**config.mk**
```make
export PLATFORM = sky130hd
export DESIGN_NAME = asr_host
export DESIGN_NICKNAME = d
export VERILOG_FILES = /design/src/core/asr_pkg.sv /design/src/core/asr_host.sv
export SDC_FILE = /design/constraint.sdc
export NUM_CORES = 1
export LEC_CHECK = 0
export CORE_ASPECT_RATIO = 1.4
export CORE_MARGIN = 2
export CORE_UTILIZATION = 38
export CTS_CLUSTER_SIZE = 20
export DETAILED_ROUTE_END_ITERATION = 8
export DONT_BUFFER_PORTS = 1
export SYNTH_ARGS = -nofsm -noshare
export SYNTH_HDL_FRONTEND = slang
export SYNTH_SLANG_ARGS = --single-unit
```
**constraint.sdc**
```tcl
create_clock -name sys_clk -period 4.5 [get_ports sys_clk]
set_input_delay 0.225 -clock sys_clk [delete_from_list [all_inputs] [get_ports sys_clk]]
set_output_delay 0.225 -clock sys_clk [all_outputs]
set_load 0.01 [all_outputs]
```
**src/core/asr_pkg.sv**
```systemverilog
// Constants and types for the serial readout host of a 16-bit converter.
// Assumes a 200 MHz system clock and a converter wired in slave serial mode.
//
// Function
// - Host drives clock source select high and supplies every shift edge.
// - Host may capture each bit on either shift clock edge; this host captures on the falling edge only.
// - When reading during conversion, all 16 bits finish before it ends; the host does not enforce this and only flags a late read.
// - Host holds the cascade input fixed in read-during-convert.
// - A fast discontinuous shift clock is advised during conversion.
// - A read after conversion may end after the next one starts.
// - A slow SPI-style host reads only after conversion completes.
// - Host starts reading when busy falls, or when busy rises in read-during-convert.
// - Host acts as master, polarity 0, phase 1, initiate field 00.
// - In read-after-convert the host limits its shift clock to 17 Mb/s.
// - Conversion starts may come from a periodic timer.

package asr_pkg;

    // ************************************************************
    // Register map
    // ************************************************************
    localparam logic [4:0] REG_CTRL   = 5'h00;
    localparam logic [4:0] REG_DIV    = 5'h04;
    localparam logic [4:0] REG_STATUS = 5'h08;
    localparam logic [4:0] REG_TIMER  = 5'h0C;
    localparam logic [4:0] REG_DATA0  = 5'h10;

    localparam int CTRL_START   = 0;
    localparam int CTRL_RDC     = 1;
    localparam int CTRL_TIMEREN = 2;
    localparam int CTRL_WORDS   = 3;
    localparam int CTRL_CASCADE = 5;

    localparam int STAT_BUSY   = 0;
    localparam int STAT_ACTIVE = 1;
    localparam int STAT_DONE   = 2;
    localparam int STAT_LATE   = 3;

    localparam logic [5:0]  CTRL_RESET  = 6'h00;
    localparam logic [7:0]  DIV_RESET   = 8'h08;
    localparam logic [31:0] TIMER_RESET = 32'h0000_0000;

    // ************************************************************
    // Timing
    // ************************************************************
    localparam int SYS_CLK_MHZ    = 200;
    localparam int WORD_BITS      = 16;
    localparam int MAX_WORDS      = 4;
    // Fastest serial rate allowed in read-after-convert, in Mb/s.
    localparam int SPI_MAX_MBPS   = 17;
    localparam int SPI_MIN_HALF   =
        (SYS_CLK_MHZ + 2 * SPI_MAX_MBPS - 1) / (2 * SPI_MAX_MBPS);
    // Least width of the start pulse, in ns.
    localparam int CNV_LOW_NS     = 15;
    localparam int CNV_LOW_CYC    = (CNV_LOW_NS * SYS_CLK_MHZ + 999) / 1000;
    localparam int MIN_HALF       = 3;

    // ************************************************************
    // Types
    // ************************************************************
    typedef enum logic [2:0] {
        ST_IDLE  = 3'b000,
        ST_CNV   = 3'b001,
        ST_WAIT  = 3'b010,
        ST_SETUP = 3'b011,
        ST_HIGH  = 3'b100,
        ST_LOW   = 3'b101,
        ST_END   = 3'b110
    } asr_state_t;

    typedef struct packed {
        logic convStartN;
        logic csN;
        logic rdN;
        logic sclk;
        logic cascadeLevel;
        logic clockSourceSelect;
        logic portKindSelect;
    } asr_pins_t;

endpackage

```
**src/core/asr_host.sv**
```systemverilog
// Host controller that starts conversions and shifts results out of the
// converter's slave serial port. Software reaches it over classic Wishbone.
// Assumes the converter pins arrive asynchronously and are synchronised here.

`timescale 1ns/1ps

module asr_host (
    input  wire logic              sys_clk,
    input  wire logic              rstn,
    input  wire logic              wb_cyc_i,
    input  wire logic              wb_stb_i,
    input  wire logic              wb_we_i,
    input  wire logic [4:0]        wb_adr_i,
    input  wire logic [3:0]        wb_sel_i,
    input  wire logic [31:0]       wb_dat_i,
    output logic      [31:0]       wb_dat_o,
    output logic                   wb_ack_o,
    input  wire logic              busy,
    input  wire logic              serialResultOut,
    input  wire logic              lateReadErrorPulse,
    output asr_pkg::asr_pins_t     pins
);

    // ************************************************************
    // Pin synchronisers
    // ************************************************************
    logic [2:0] syncA;
    logic [2:0] syncB;
    logic       busyS;
    logic       dataS;
    logic       errS;
    logic       busyD;
    logic       errD;

    always_ff @(posedge sys_clk or negedge rstn) begin
        if (!rstn) begin
            syncA <= 3'h0;
            syncB <= 3'h0;
        end else begin
            syncA <= {lateReadErrorPulse, serialResultOut, busy};
            syncB <= syncA;
        end
    end

    assign busyS = syncB[0];
    assign dataS = syncB[1];
    assign errS  = syncB[2];

    always_ff @(posedge sys_clk or negedge rstn) begin
        if (!rstn) begin
            busyD <= 1'b0;
            errD  <= 1'b0;
        end else begin
            busyD <= busyS;
            errD  <= errS;
        end
    end

    logic busyFall;
    logic busyRise;
    logic errRise;

    assign busyFall = busyD & ~busyS;
    assign busyRise = ~busyD & busyS;
    assign errRise  = ~errD & errS;

    // ************************************************************
    // Registers
    // ************************************************************
    logic [5:0]  ctrl;
    logic [7:0]  div;
    logic [31:0] timerPeriod;
    logic [31:0] timerCnt;
    logic        doneFlag;
    logic        lateFlag;
    logic [15:0] words [asr_pkg::MAX_WORDS];

    logic wbReq;
    logic wbWr;
    logic startReq;
    logic timerHit;
    logic rdcMode;
    logic [1:0] wordsM1;

    assign wbReq   = wb_cyc_i & wb_stb_i & ~wb_ack_o;
    assign wbWr    = wbReq & wb_we_i & wb_sel_i[0];
    assign rdcMode = ctrl[asr_pkg::CTRL_RDC];
    // Chaining is meaningless while reading during a conversion.
    assign wordsM1 = rdcMode ? 2'h0 :
                     ctrl[asr_pkg::CTRL_WORDS +: 2];

    always_ff @(posedge sys_clk or negedge rstn) begin
        if (!rstn) begin
            wb_ack_o <= 1'b0;
        end else begin
            wb_ack_o <= wbReq;
        end
    end

    always_ff @(posedge sys_clk or negedge rstn) begin
        if (!rstn) begin
            ctrl        <= asr_pkg::CTRL_RESET;
            div         <= asr_pkg::DIV_RESET;
            timerPeriod <= asr_pkg::TIMER_RESET;
        end else if (wbWr) begin
            unique case (wb_adr_i)
                asr_pkg::REG_CTRL: begin
                    ctrl <= wb_dat_i[5:0];
                end
                asr_pkg::REG_DIV: begin
                    div <= wb_dat_i[7:0];
                end
                asr_pkg::REG_TIMER: begin
                    timerPeriod <= wb_dat_i;
                end
                default: begin
                end
            endcase
        end else begin
            ctrl[asr_pkg::CTRL_START] <= 1'b0;
        end
    end

    assign startReq = ctrl[asr_pkg::CTRL_START] | timerHit;

    // Periodic start source; a tick while the sequencer is not idle is simply dropped.
    always_ff @(posedge sys_clk or negedge rstn) begin
        if (!rstn) begin
            timerCnt <= 32'h0000_0000;
        end else if (!ctrl[asr_pkg::CTRL_TIMEREN] || timerHit) begin
            timerCnt <= 32'h0000_0000;
        end else begin
            timerCnt <= timerCnt + 32'h0000_0001;
        end
    end

    assign timerHit = ctrl[asr_pkg::CTRL_TIMEREN] &&
                      timerPeriod != 32'h0000_0000 &&
                      timerCnt >= timerPeriod;

    // ************************************************************
    // Readout sequencer
    // ************************************************************
    asr_pkg::asr_state_t state;
    logic [7:0]  phaseCnt;
    logic [5:0]  bitCnt;
    logic [15:0] shiftReg;
    logic        rdcRun;
    logic [7:0]  halfCycles;
    logic        finishWord;
    logic        lastBit;
    logic        lateSet;
    logic        wordDone;

    // Read-after-convert must keep under the SPI rate; read-during-convert
    // only has the divider floor so it can run as fast as the sampling allows.
    always_comb begin
        halfCycles = div;
        if (!rdcMode && div < 8'(asr_pkg::SPI_MIN_HALF)) begin
            halfCycles = 8'(asr_pkg::SPI_MIN_HALF);
        end
        if (halfCycles < 8'(asr_pkg::MIN_HALF)) begin
            halfCycles = 8'(asr_pkg::MIN_HALF);
        end
    end

    assign lastBit    = bitCnt == {wordsM1, 4'hF};
    assign finishWord = state == asr_pkg::ST_LOW && phaseCnt == 8'h01;
    assign wordDone   = state == asr_pkg::ST_HIGH && phaseCnt == 8'h01 &&
                        bitCnt[3:0] == 4'hF;

    always_ff @(posedge sys_clk or negedge rstn) begin
        if (!rstn) begin
            state    <= asr_pkg::ST_IDLE;
            phaseCnt <= 8'h00;
            bitCnt   <= 6'h00;
            rdcRun   <= 1'b0;
        end else begin
            unique case (state)
                asr_pkg::ST_IDLE: begin
                    bitCnt <= 6'h00;
                    if (startReq) begin
                        state    <= asr_pkg::ST_CNV;
                        rdcRun   <= rdcMode;
                        phaseCnt <= 8'(asr_pkg::CNV_LOW_CYC);
                    end
                end
                asr_pkg::ST_CNV: begin
                    if (phaseCnt == 8'h01) begin
                        state <= asr_pkg::ST_WAIT;
                    end else begin
                        phaseCnt <= phaseCnt - 8'h01;
                    end
                end
                asr_pkg::ST_WAIT: begin
                    // During a conversion the previous word is read as soon as
                    // busy is seen; otherwise the falling busy opens the read.
                    if ((rdcRun && busyRise) ||
                        (!rdcRun && busyFall)) begin
                        state    <= asr_pkg::ST_SETUP;
                        phaseCnt <= halfCycles;
                    end
                end
                asr_pkg::ST_SETUP: begin
                    if (phaseCnt == 8'h01) begin
                        state    <= asr_pkg::ST_HIGH;
                        phaseCnt <= halfCycles;
                    end else begin
                        phaseCnt <= phaseCnt - 8'h01;
                    end
                end
                asr_pkg::ST_HIGH: begin
                    if (phaseCnt == 8'h01) begin
                        state    <= asr_pkg::ST_LOW;
                        phaseCnt <= halfCycles;
                    end else begin
                        phaseCnt <= phaseCnt - 8'h01;
                    end
                end
                asr_pkg::ST_LOW: begin
                    if (phaseCnt != 8'h01) begin
                        phaseCnt <= phaseCnt - 8'h01;
                    end else if (lastBit) begin
                        state    <= asr_pkg::ST_END;
                        phaseCnt <= halfCycles;
                    end else begin
                        state    <= asr_pkg::ST_HIGH;
                        phaseCnt <= halfCycles;
                        bitCnt   <= bitCnt + 6'h01;
                    end
                end
                asr_pkg::ST_END: begin
                    if (phaseCnt == 8'h01) begin
                        state <= asr_pkg::ST_IDLE;
                    end else begin
                        phaseCnt <= phaseCnt - 8'h01;
                    end
                end
                default: begin
                    state <= asr_pkg::ST_IDLE;
                end
            endcase
        end
    end

    // Capture at the end of the high half, just as the falling edge is made:
    // the bit has been stable for a whole half period by then, well past the
    // synchroniser delay.
    always_ff @(posedge sys_clk or negedge rstn) begin
        if (!rstn) begin
            shiftReg <= 16'h0000;
        end else if (state == asr_pkg::ST_HIGH && phaseCnt == 8'h01) begin
            shiftReg <= {shiftReg[14:0], dataS};
        end
    end

    genvar gi;
    generate
        for (gi = 0; gi < asr_pkg::MAX_WORDS; gi++) begin : gWords
            always_ff @(posedge sys_clk or negedge rstn) begin
                if (!rstn) begin
                    words[gi] <= 16'h0000;
                end else if (wordDone && bitCnt[5:4] == 2'(gi)) begin
                    words[gi] <= {shiftReg[14:0], dataS};
                end
            end
        end
    endgenerate

    // A read still shifting when the running conversion ends is late, either
    // as the converter reports it or as seen here from busy.
    assign lateSet = errRise ||
                     (rdcRun && busyFall &&
                      (state == asr_pkg::ST_SETUP ||
                       state == asr_pkg::ST_HIGH ||
                       state == asr_pkg::ST_LOW));

    // Sticky flags; an event in the clearing cycle keeps the flag set.
    always_ff @(posedge sys_clk or negedge rstn) begin
        if (!rstn) begin
            doneFlag <= 1'b0;
            lateFlag <= 1'b0;
        end else begin
            if (finishWord && lastBit) begin
                doneFlag <= 1'b1;
            end else if (wbWr && wb_adr_i == asr_pkg::REG_STATUS &&
                         wb_dat_i[asr_pkg::STAT_DONE]) begin
                doneFlag <= 1'b0;
            end
            if (lateSet) begin
                lateFlag <= 1'b1;
            end else if (wbWr && wb_adr_i == asr_pkg::REG_STATUS &&
                         wb_dat_i[asr_pkg::STAT_LATE]) begin
                lateFlag <= 1'b0;
            end
        end
    end

    // ************************************************************
    // Pins and read data
    // ************************************************************
    always_ff @(posedge sys_clk or negedge rstn) begin
        if (!rstn) begin
            pins <= '{convStartN: 1'b1, csN: 1'b1, rdN: 1'b1, sclk: 1'b0,
                      cascadeLevel: 1'b0, clockSourceSelect: 1'b1,
                      portKindSelect: 1'b1};
        end else begin
            pins.convStartN <= state != asr_pkg::ST_CNV;
            // Select and read fall together; the MSB is already on the line
            // before the first edge, so the setup half needs no clock.
            pins.csN  <= !(state == asr_pkg::ST_SETUP ||
                           state == asr_pkg::ST_HIGH ||
                           state == asr_pkg::ST_LOW);
            pins.rdN  <= !(state == asr_pkg::ST_SETUP ||
                           state == asr_pkg::ST_HIGH ||
                           state == asr_pkg::ST_LOW);
            // Polarity 0, phase 1: idle low, launch on rise, capture on fall.
            pins.sclk <= state == asr_pkg::ST_HIGH;
            // Static level only; it never toggles under software control
            // while a read is running.
            if (state == asr_pkg::ST_IDLE) begin
                pins.cascadeLevel <= ctrl[asr_pkg::CTRL_CASCADE];
            end
            pins.clockSourceSelect <= 1'b1;
            pins.portKindSelect    <= 1'b1;
        end
    end

    always_ff @(posedge sys_clk or negedge rstn) begin
        if (!rstn) begin
            wb_dat_o <= 32'h0000_0000;
        end else if (wbReq && !wb_we_i) begin
            unique case (wb_adr_i)
                asr_pkg::REG_CTRL: begin
                    wb_dat_o <= {26'h0000000, ctrl};
                end
                asr_pkg::REG_DIV: begin
                    wb_dat_o <= {24'h000000, div};
                end
                asr_pkg::REG_STATUS: begin
                    wb_dat_o <= {28'h0000000, lateFlag, doneFlag,
                                 state != asr_pkg::ST_IDLE, busyS};
                end
                asr_pkg::REG_TIMER: begin
                    wb_dat_o <= timerPeriod;
                end
                5'h10, 5'h14, 5'h18, 5'h1C: begin
                    wb_dat_o <= {16'h0000, words[wb_adr_i[3:2]]};
                end
                default: begin
                    wb_dat_o <= 32'h0000_0000;
                end
            endcase
        end
    end

endmodule

```
==> results of run 1 <==
[metrics by stage]
stage          power [mW]  hold slack (ns)
4_1_cts              5.00           -0.632
6_report             4.95           -0.603
3_3_place_gp         2.84          -0.0564
3_5_place_dp         2.86          -0.0572
2_1_floorplan        2.71          -0.0706
5_1_grt              5.16           -0.630
[cell type report]
cell class | count | area [um2]
fillers | 2646 | 15400
flip-flops and latches | 222 | 5560
multi-input cells | 611 | 4820
clock buffers | 35 | 733
repair buffers | 48 | 465
well taps | 370 | 463
inverters | 44 | 165
clock inverters | 10 | 113
diodes | 1 | 2.50
[cells in the mapped netlist (all sizes together), types with 12 or more instances]
cell type	number	share of area [%]
mux4	19	4.0
nor3	14	0.65
nor2	71	2.6
o31ai	22	1.5
inv	44	1.5
and3	14	0.82
mux2	131	14
nand2	72	2.5
xnor2	15	1.2
clkbuf	25	0.87
buf	18	0.98
xor2	20	1.6
dfrtp	219	51
a21oi	31	1.4
o21ai	41	1.9
nand3	23	1.2
a22oi	13	0.91
ha	36	4.2
nor4	12	0.84
nand4	18	1.2
[registers in the layout, summed over array words and instances (netlist names), 3 cells and up]
| register | count |
|---|---|
| syncB | 3 |
| ctrl | 6 |
| timerPeriod | 32 |
| words | 64 |
| div | 8 |
| wb_dat_o | 32 |
| bitCnt | 6 |
| state | 3 |
| timerCnt | 32 |
| shiftReg | 15 |
| pins | 4 |
| syncA | 3 |
| phaseCnt | 8 |
[power by group through the flow]
stage | Combinational (mW) | Clock, mW | Sequential, mW
6_report | 0.619 | 2.09 | 2.24
5_1_grt | 0.698 | 2.21 | 2.26
4_1_cts | 0.619 | 2.14 | 2.24
3_5_place_dp | 0.582 | 0 | 2.27
3_3_place_gp | 0.572 | 0 | 2.27
2_1_floorplan | 0.519 | 0 | 2.19
[worst min-delay path by stage]
| stage | startpoint | to | cells past startpoint |
|---|---|---|---|
| after detailed placement | rstn | words[11]$_DFFE_PN0P_ | 0 |
| after CTS | rstn | words[11]$_DFFE_PN0P_ | 0 |
| after global routing | rstn | words[11]$_DFFE_PN0P_ | 0 |
| after floorplan | rstn | bitCnt[0]$_DFFE_PN0P_ | 0 |
| after global placement | rstn | words[11]$_DFFE_PN0P_ | 0 |
| final | rstn | words[61]$_DFFE_PN0P_ | 0 |
[per-layer routing]
layer / track usage [%] / up-vias / routed length (um) / share of wire (%)
met5: 0 / - / 0 / 0
met4: 7.11 / 0 / 964 / 3.7
met3: 2.94 / 48 / 1060 / 4.1
met2: 31.1 / 140 / 13100 / 51
met1: 22.2 / 3674 / 10700 / 42
li1: - / 3372 / - / -
[placed cells by master, fill, tap and decap left out, drive strengths merged, types with 3 or more instances in the layout]
master,netlist,layout
a21oi,31,31
a22oi,13,13
a31oi,3,3
and2,3,3
and3,14,14
and4,6,6
buf,18,6
clkbuf,25,35
clkinv,0,4
dfrtp,219,219
dfstp,3,3
dlygate4sd3,0,42
ha,36,36
inv,44,46
mux2,131,131
mux2i,6,6
mux4,19,19
nand2,72,72
nand2b,5,5
nand3,23,23
nand4,18,18
nor2,71,71
nor3,14,14
nor4,12,12
o21a,3,3
o21ai,41,41
o31ai,22,22
or3,3,3
xnor2,15,15
xor2,20,20
[critical path, delay by kind of cell, from the launching register on]
family | cells | cell delay [ns]
AND/OR/NAND/NOR | 6 | 1.84
flip-flops | 1 | 0.43
multiplexers | 1 | 0.40
buffers and inverters | 1 | 0.30
[cell families (layout without fill, tap and decap cells)]
logic type               count (synthesis)  after routing  synth area share [%]
AO/OA/AOI/OAI                          131            131                  7.61
XOR/XNOR                                35             35                  2.86
multiplexers                           156            156                  18.3
other                                    1              3                0.0349
flip-flops                             222            222                  51.8
adder cells (fa/ha/maj)                 36             36                  4.20
buffers and inverters                   87            137                  3.39
AND/OR/NAND/NOR                        251            251                  11.8
==> flow_metrics.tcl, run 1 <==
set metrics [dict create \
    cp-start-kind "flop" \
    syn_inst 919 \
    drt_iter0_markers 390 \
    vias 7234 \
    p_sw_share_pct 27.1 \
    synth-edff-count 0 \
    drt-wirelength-per-cell_um 19.3 \
    rows 72 \
    drv_cap 0 \
    rsz0062_at_grt "false" \
    antenna_found_initial 1 \
    gp_congestion 0.835 \
    chipWidth_um 146 \
    peakVddDrop_uv 218 \
    area_growth_pct 14.7 \
    root_buffer "clkbuf_16" \
    required_ns 4.91 \
    reg2reg_depth 8 \
    post-route-drc-count 0 \
    clockBufferDepth 3 \
    grt_use_total_pct 17.9 \
    cp_slowest_cell "nor2_4" \
    relSlewSlack_pct 16.7 \
    cellLeakagePower_nw 5.56 \
    drive_above_1_share_pct 21.4 \
    status "finished, violations left" \
    core-area_um2 27700 \
    max_stage_delay_ns 0.48 \
    dp_cells 1253 \
    clkTransAtPathRegs_ns 0.06 \
    dieArea_um2 29600 \
    yosysWarnings 0 \
    cts.sinks 222 \
    stdcell_count 1341 \
    wl_um 25900 \
    post_cts_buffers 0 \
    port-buffer-count 0 \
    p_int_mw 3.61 \
    p_switching_mw 1.34 \
    dp_slack_ns 1.38 \
    r2r_start "phaseCnt[4]$_DFFE_PN0P_" \
    violations "negative hold slack" \
    fin_area_um2 12300 \
    tns_ns 0 \
    synth_seq_cells 222 \
    die_y_um 203 \
    antenna_left 0 \
    power_density_nw_per_um2 402 \
    grt_pass1_vias 7628 \
    setup_viol 0 \
    pwr-share-comb_pct 12.5 \
    fin_crit_sh_pct 69.1 \
    grt_max_degree 223 \
    ys_types 62 \
    io_pins 89 \
    finalClockSkew_ns 0.0161 \
    htreeDepth 1 \
    fmax_ghz 0.322 \
    end_kind "flop" \
    worstReg2RegEnd "words[39]$_DFFE_PN0P_" \
    clockPowerShare_pct 42.2 \
    mappedNetlistArea_um2 10700 \
    cts_tree "yes" \
    drv_slew 0 \
    placed_area_um2 11000 \
    insertion_delay_ns 0.54 \
    numCtsBuffers 25 \
    cts_hold_buffers 42 \
    layout.nets 1037 \
    yosysSeqAreaShare_pct 51.8 \
    r2r_slack_ns 1.39 \
    dp_hpwl_um 17400 \
    crit_end "words[39]$_DFFE_PN0P_" \
    overflow 0 \
    grt_pass1_wl_um 42200 \
    period_needed_ns 3.11 \
    critPathLaunch "phaseCnt[4]$_DFFE_PN0P_" \
    power_frac_seq_pct 45.3 \
    path_class "flop to flop" \
    avgSynthCellArea_um2 11.7 \
    async_reset_ff_share_pct 100 \
    path_max_fanout 16 \
    worst_ep_arrival_time_ns 3.51 \
    worstMarginPinSlew_ns 1.24 \
    final_util_pct 44.4 \
    viasPerCell 5.39 \
    fin_ws_ns 1.39 \
    fin_hold_ws_ns -0.603 \
    path_cells "nor4_4 -> nand4_4 -> nor4b_4 -> buf_4 -> and2_4 -> nand2_1 -> nor2_4 -> mux2_2" \
    timing_hold_violations_final 222 \
    cts.repair.resized 0 \
    initial_core_util_pct 38.7 \
    firstDrtPassIters 5 \
    synthFlopType "dfrtp_1" \
    hold_path_class "input port to asynchronous set/reset pin" \
]
No activity file was read; power rests on OpenSTA's default activity.
==> run 2, diff against run 1 <==
==> constraint.sdc (replaced) <==
create_clock -name sys_clk -period 2.7 [get_ports sys_clk]
set_input_delay 0.135 -clock sys_clk [delete_from_list [all_inputs] [get_ports sys_clk]]
set_output_delay 0.135 -clock sys_clk [all_outputs]
set_load 0.01 [all_outputs]
==> flow_metrics.tcl, run 2 (same netlist as run 1, synthesis figures left out) <==
set metrics [dict create \
    cp_slowest_cell "or4b_4" \
    fin_crit_sh_pct 99.2 \
    htreeDepth 1 \
    end_kind "flop" \
    cp-start-kind "flop" \
    cellLeakagePower_nw 5.92 \
    root_buffer "clkbuf_16" \
    drt-wirelength-per-cell_um 19.2 \
    mostFrequentLayoutCells "219 x dfrtp_1, 128 x mux2_2, 71 x nand2_1, 70 x nor2_1, 61 x buf_4" \
    crit_buf_inv 0 \
    antenna_left 0 \
    die_y_um 203 \
    antenna_found_initial 2 \
    largest_reg_flops 64 \
    worst_ep_arrival_time_ns 3.09 \
    path_class "flop to flop" \
    rsz0062_at_grt "true" \
    post-route-drc-count 0 \
    initial_core_util_pct 38.7 \
    gp_congestion 0.855 \
    layout.nets 1096 \
    core-area_um2 27700 \
    p_total_mw 8.67 \
    rows 72 \
    io_pins 89 \
    critPathLaunch "timerCnt[13]$_DFF_PN0_" \
    grt_use_total_pct 18.5 \
    vias 7463 \
    crit_family "simple AND/OR/NAND/NOR gates" \
    peakVddDrop_uv 359 \
    firstDrtPassIters 6 \
    period_needed_ns 2.68 \
    dieArea_um2 29600 \
    clkTransAtPathRegs_ns 0.07 \
    area_growth_pct 20.6 \
    path_cells "ha_4 -> nand4_1 -> nor3_2 -> or4b_4 -> a31o_4 -> a41o_1 -> a21boi_1 -> mux2_2" \
    violations "negative hold slack" \
    grt_pass1_vias 7851 \
    insertion_delay_ns 0.54 \
    top_register "words" \
    drv_slew 0 \
    overflow 0 \
    wl_um 26900 \
    power_density_nw_per_um2 669 \
    layout_commonest_cell "dfrtp_1" \
    hold_path_class "input port to asynchronous set/reset pin" \
    chipWidth_um 146 \
    timing_hold_violations_final 222 \
    status "finished, violations left" \
    fin_hold_ws_ns -0.700 \
    grt_pass1_wl_um 43500 \
    drt_iter0_markers 344 \
    final_util_pct 46.7 \
    max_stage_delay_ns 0.50 \
    dp_hpwl_um 18300 \
    drv_cap 0 \
    fmax_ghz 0.373 \
    drive_above_1_share_pct 26.6 \
    cts.sinks 222 \
    viasPerCell 5.33 \
    clockBufferDepth 3 \
    numCtsBuffers 24 \
    cts_hold_buffers 44 \
    r2r_start "timerCnt[13]$_DFF_PN0_" \
    path_max_fanout 4 \
    worstMarginPinSlew_ns 0.868 \
    finalClockSkew_ns 0.0202 \
    grt_max_degree 223 \
    required_ns 3.11 \
    cts_tree "yes" \
    port-buffer-count 0 \
    setup_viol 0 \
    relSlewSlack_pct 42.0 \
]
-- run 2: cell types whose count changed in the layout (fill, tap and decap cells not counted), sizes merged --
cell         previous run  this run
bufinv                  2         6
clkbuf                 35        30
clkinv                  4         6
inv                    46        44
diode                   1         2
buf                     6        64
dlygate4sd3            42        44
-- run 2: metrics by stage --
step | worst slack, ns | instance area (um2) | TNS, ns | instances
finish | 0.0208 | 12900 | 0 | 1401
global route | -0.0563 | 12900 | -0.256 | 1400
CTS | 0.0416 | 12800 | 0 | 1394
detailed placement | -0.108 | 11500 | -0.262 | 1305
global placement | -0.0122 | 11500 | -0.0122 | 1305
floorplan | 0.0277 | 10700 | 0 | 920
-- run 2: repair_timing --
| action | CTS | global route |
|---|---|---|
| pin swaps | 3 | 7 |
| setup buffers | 1 | 5 |
| gates resized for setup | 4 | 7 |
| setup endpoints to repair | 29 | 6 |
| gates cloned | 0 | 0 |
| hold endpoints to repair | 284 | 222 |
-- run 2: cell type report --
class	instances	area [um2]
clock inverter	14	240
antenna	2	5.00
sequential	222	5560
inverter	44	165
fill	2531	14800
clock buffer	30	673
multi-input combinational	611	4880
tap	370	463
timing repair buffer	108	958
-- run 2: path summary, 6_finish.rpt --
check | depth (start not counted) | slack (ns) | endpoint
max in group asynchronous | 0 | 3.02 | pins[6]$_DFF_PN1_
hold / removal | 0 | -0.70 | words[27]$_DFFE_PN0P_
min in group sys_clk | 4 | 0 | wb_dat_o[1]$_DFFE_PN0P_
setup / recovery | 8 | 0.02 | rdcRun$_DFFE_PN0P_
setup reg to reg | 8 | 0.02 | rdcRun$_DFFE_PN0P_
hold reg to reg | 0 | 0.35 | syncB[0]$_DFF_PN0_
-- run 2: worst register-to-register path, cell delays in order (launching register included) --
cell and delay [ns]:
dfrtp_1 0.43, ha_4 0.29, nand4_1 0.14, nor3_2 0.25, or4b_4 0.50, a31o_4 0.24
a41o_1 0.21, a21boi_1 0.16, mux2_2 0.34
-- run 2: report_power, final --
group	total, mW	internal (mW)	switching (mW)	leakage, nW
clock network	3.76	2.35	1.42	0.445
registers	3.63	3.48	0.150	3.04
logic	1.27	0.557	0.715	2.44
total	8.67	6.38	2.28	5.92
-- run 2: routing by layer --
| metal | global-route usage, % | vias up | wire (um) |
|---|---|---|---|
| li1 | - | 3493 | - |
| met1 | 22.4 | 3750 | 11000 |
| met2 | 32.5 | 158 | 13600 |
| met3 | 3.26 | 62 | 1310 |
| met4 | 7.45 | 0 | 1030 |
| met5 | 0 | - | 0 |
==> run 3, diff against run 2 <==
--- a/config.mk
+++ b/config.mk
@@ -7,10 +7,11 @@
 export LEC_CHECK = 0
 export CORE_ASPECT_RATIO = 1.4
 export CORE_MARGIN = 2
-export CORE_UTILIZATION = 38
+export CORE_UTILIZATION = 47
 export CTS_CLUSTER_SIZE = 20
 export DETAILED_ROUTE_END_ITERATION = 8
 export DONT_BUFFER_PORTS = 1
+export REMOVE_ABC_BUFFERS = 1
 export SYNTH_ARGS = -nofsm -noshare
 export SYNTH_HDL_FRONTEND = slang
 export SYNTH_SLANG_ARGS = --single-unit
==> flow_metrics.tcl, run 3 (same netlist as run 1, synthesis figures left out) <==
set metrics [dict create \
    status "finished, violations left" \
    violations "negative hold slack, negative setup slack" \
    initial_core_util_pct 47.6 \
    p_switching_mw 2.17 \
    mostFrequentLayoutCells "219 x dfrtp_1, 127 x mux2_2, 71 x nand2_1, 70 x nor2_1, 51 x buf_4" \
    path_max_fanout 3 \
    grt_pass1_wl_um 41000 \
    io_pins 89 \
    relSlewSlack_pct 40.2 \
    top_register "words" \
    cts_tree "yes" \
    worst_ep_arrival_time_ns 3.10 \
    wl_um 25500 \
    grt_max_degree 223 \
    drt-wirelength-per-cell_um 19.3 \
    peakVddDrop_uv 451 \
    fin_area_um2 12700 \
    fin_hold_ws_ns -0.680 \
    path_cells "ha_4 -> nand4_1 -> nor3_2 -> buf_4 -> or4b_4 -> a31o_4 -> a41o_1 -> a21boi_2 -> mux2_4" \
    period_needed_ns 2.71 \
    cp_slowest_cell "or4b_4" \
    path_class "flop to flop" \
    gp_congestion 0.787 \
    dieArea_um2 24100 \
    insertion_delay_ns 0.51 \
    numCtsBuffers 23 \
    largest_reg_flops 64 \
    max_stage_delay_ns 0.47 \
    timing_hold_violations_final 222 \
    cts.sinks 222 \
    grt_pass1_vias 7392 \
    core-area_um2 22500 \
    fin_ws_ns -0.00683 \
    post-route-drc-count 0 \
    p_int_mw 5.95 \
    clkTransAtPathRegs_ns 0.06 \
    fmax_ghz 0.369 \
    power_density_nw_per_um2 642 \
    finalClockSkew_ns 0.00897 \
    required_ns 3.09 \
    rsz0062_at_grt "true" \
    grt_use_total_pct 21.4 \
    port-buffer-count 0 \
    layout.nets 1084 \
    antenna_left 0 \
    placed_area_um2 11400 \
    power_frac_seq_pct 45.3 \
    pwr-share-comb_pct 15.2 \
    clockBufferDepth 3 \
    clockPowerShare_pct 39.5 \
    setup_viol 1 \
    hold_path_class "input port to asynchronous set/reset pin" \
    fill_cells 1938 \
    antenna_found_initial 2 \
    htreeDepth 1 \
    vias 7292 \
    cts_hold_buffers 43 \
    die_y_um 183 \
    viasPerCell 5.53 \
    r2r_slack_ns -0.007 \
    chipWidth_um 132 \
    cellLeakagePower_nw 5.80 \
    dp_slack_ns -0.124 \
    drv_cap 0 \
    end_kind "flop" \
    layout_commonest_cell "dfrtp_1" \
    drive_above_1_share_pct 25.9 \
    drt_iter0_markers 432 \
    cp-start-kind "flop" \
    rows 65 \
    dp_hpwl_um 17100 \
    overflow 0 \
    drv_slew 0 \
    fin_crit_sh_pct 100 \
    p_sw_share_pct 26.7 \
    area_growth_pct 17.9 \
    root_buffer "clkbuf_16" \
    worstMarginPinSlew_ns 0.895 \
    firstDrtPassIters 7 \
]
run 3: changes by cell type in the layout (fill, tap and decap cells not counted), moves of 2 or more:
cell | previous run | this run
clkbuf_1 | 1 | 6
buf_4 | 61 | 51
bufinv_16 | 6 | 2
o31ai_2 | 0 | 3
inv_2 | 0 | 2
o21ai_0 | 39 | 37
inv_1 | 44 | 42
o31ai_1 | 22 | 19
run 3: power by group through the flow:
stage	clock network (mW)	registers (mW)	logic (mW)
floorplan	0	3.72	0.742
global placement	0	3.74	1.10
detailed placement	0	3.74	1.11
CTS	3.29	3.68	1.17
global route	3.43	3.71	1.37
finish	3.21	3.68	1.23
run 3: final cells by class:
type / count / area (um2) / area share, %
sequential: 222 / 5560 / 43.9
multi-input combinational: 611 / 4920 / 38.9
timing repair buffer: 97 / 873 / 6.90
clock buffer: 34 / 667 / 5.27
tap: 301 / 377 / 2.98
inverter: 44 / 165 / 1.30
clock inverter: 7 / 91.3 / 0.722
antenna: 2 / 5.00 / 0.0395
run 3: stage by stage:
stage | cells | TNS [ns] | power, mW | util, %
after floorplan | 877 | -8.50 | 4.46 | -
after global placement | 1231 | -0.0338 | 4.83 | 50.4
after detailed placement | 1231 | -0.372 | 4.85 | 50.4
after CTS | 1315 | 0 | 8.14 | 55.7
after global routing | 1318 | -2.21 | 8.51 | 56.2
final | 1318 | -0.00683 | 8.12 | 56.2
run 3: final timing paths:
| kind | startpoint | to | cells after the start |
|---|---|---|---|
| worst max-delay path | timerCnt[15]$_DFF_PN0_ | rdcRun$_DFFE_PN0P_ | 9 |
| worst min-delay path | rstn | wb_dat_o[23]$_DFFE_PN0P_ | 0 |
| worst max register to register | timerCnt[15]$_DFF_PN0_ | rdcRun$_DFFE_PN0P_ | 9 |
| worst min register to register | syncA[0]$_DFF_PN0_ | syncB[0]$_DFF_PN0_ | 0 |
| max in group asynchronous | rstn | pins[6]$_DFF_PN1_ | 0 |
| min in group sys_clk | wb_adr_i[3] | wb_dat_o[11]$_DFFE_PN0P_ | 3 |
run 3: timing repair:
item | 4_1_cts | 5_1_grt
pin swaps | 2 | 9
setup endpoints to repair | 7 | 40
endpoints found under the hold margin | 281 | 222
buffers inserted | 0 | 1
resized for setup | 2 | 19
run 3: critical path, delay by kind of cell (launching register included):
family          cells  cell delay (ns)
compound gates      3             0.65
simple gates        3             0.81
mux                 1             0.30
buf+inv             1             0.14
fa+ha+maj           1             0.27
flops               1             0.41
run 3: metal layers:
layer  GRT usage (%)  vias to the layer above  wire length (um)
li1                -                     3457                 -
met1            27.9                     3678             11000
met2            37.7                      124             13000
met3            3.32                       33              1110
met4            5.22                        0               450
met5               0                        -                 0
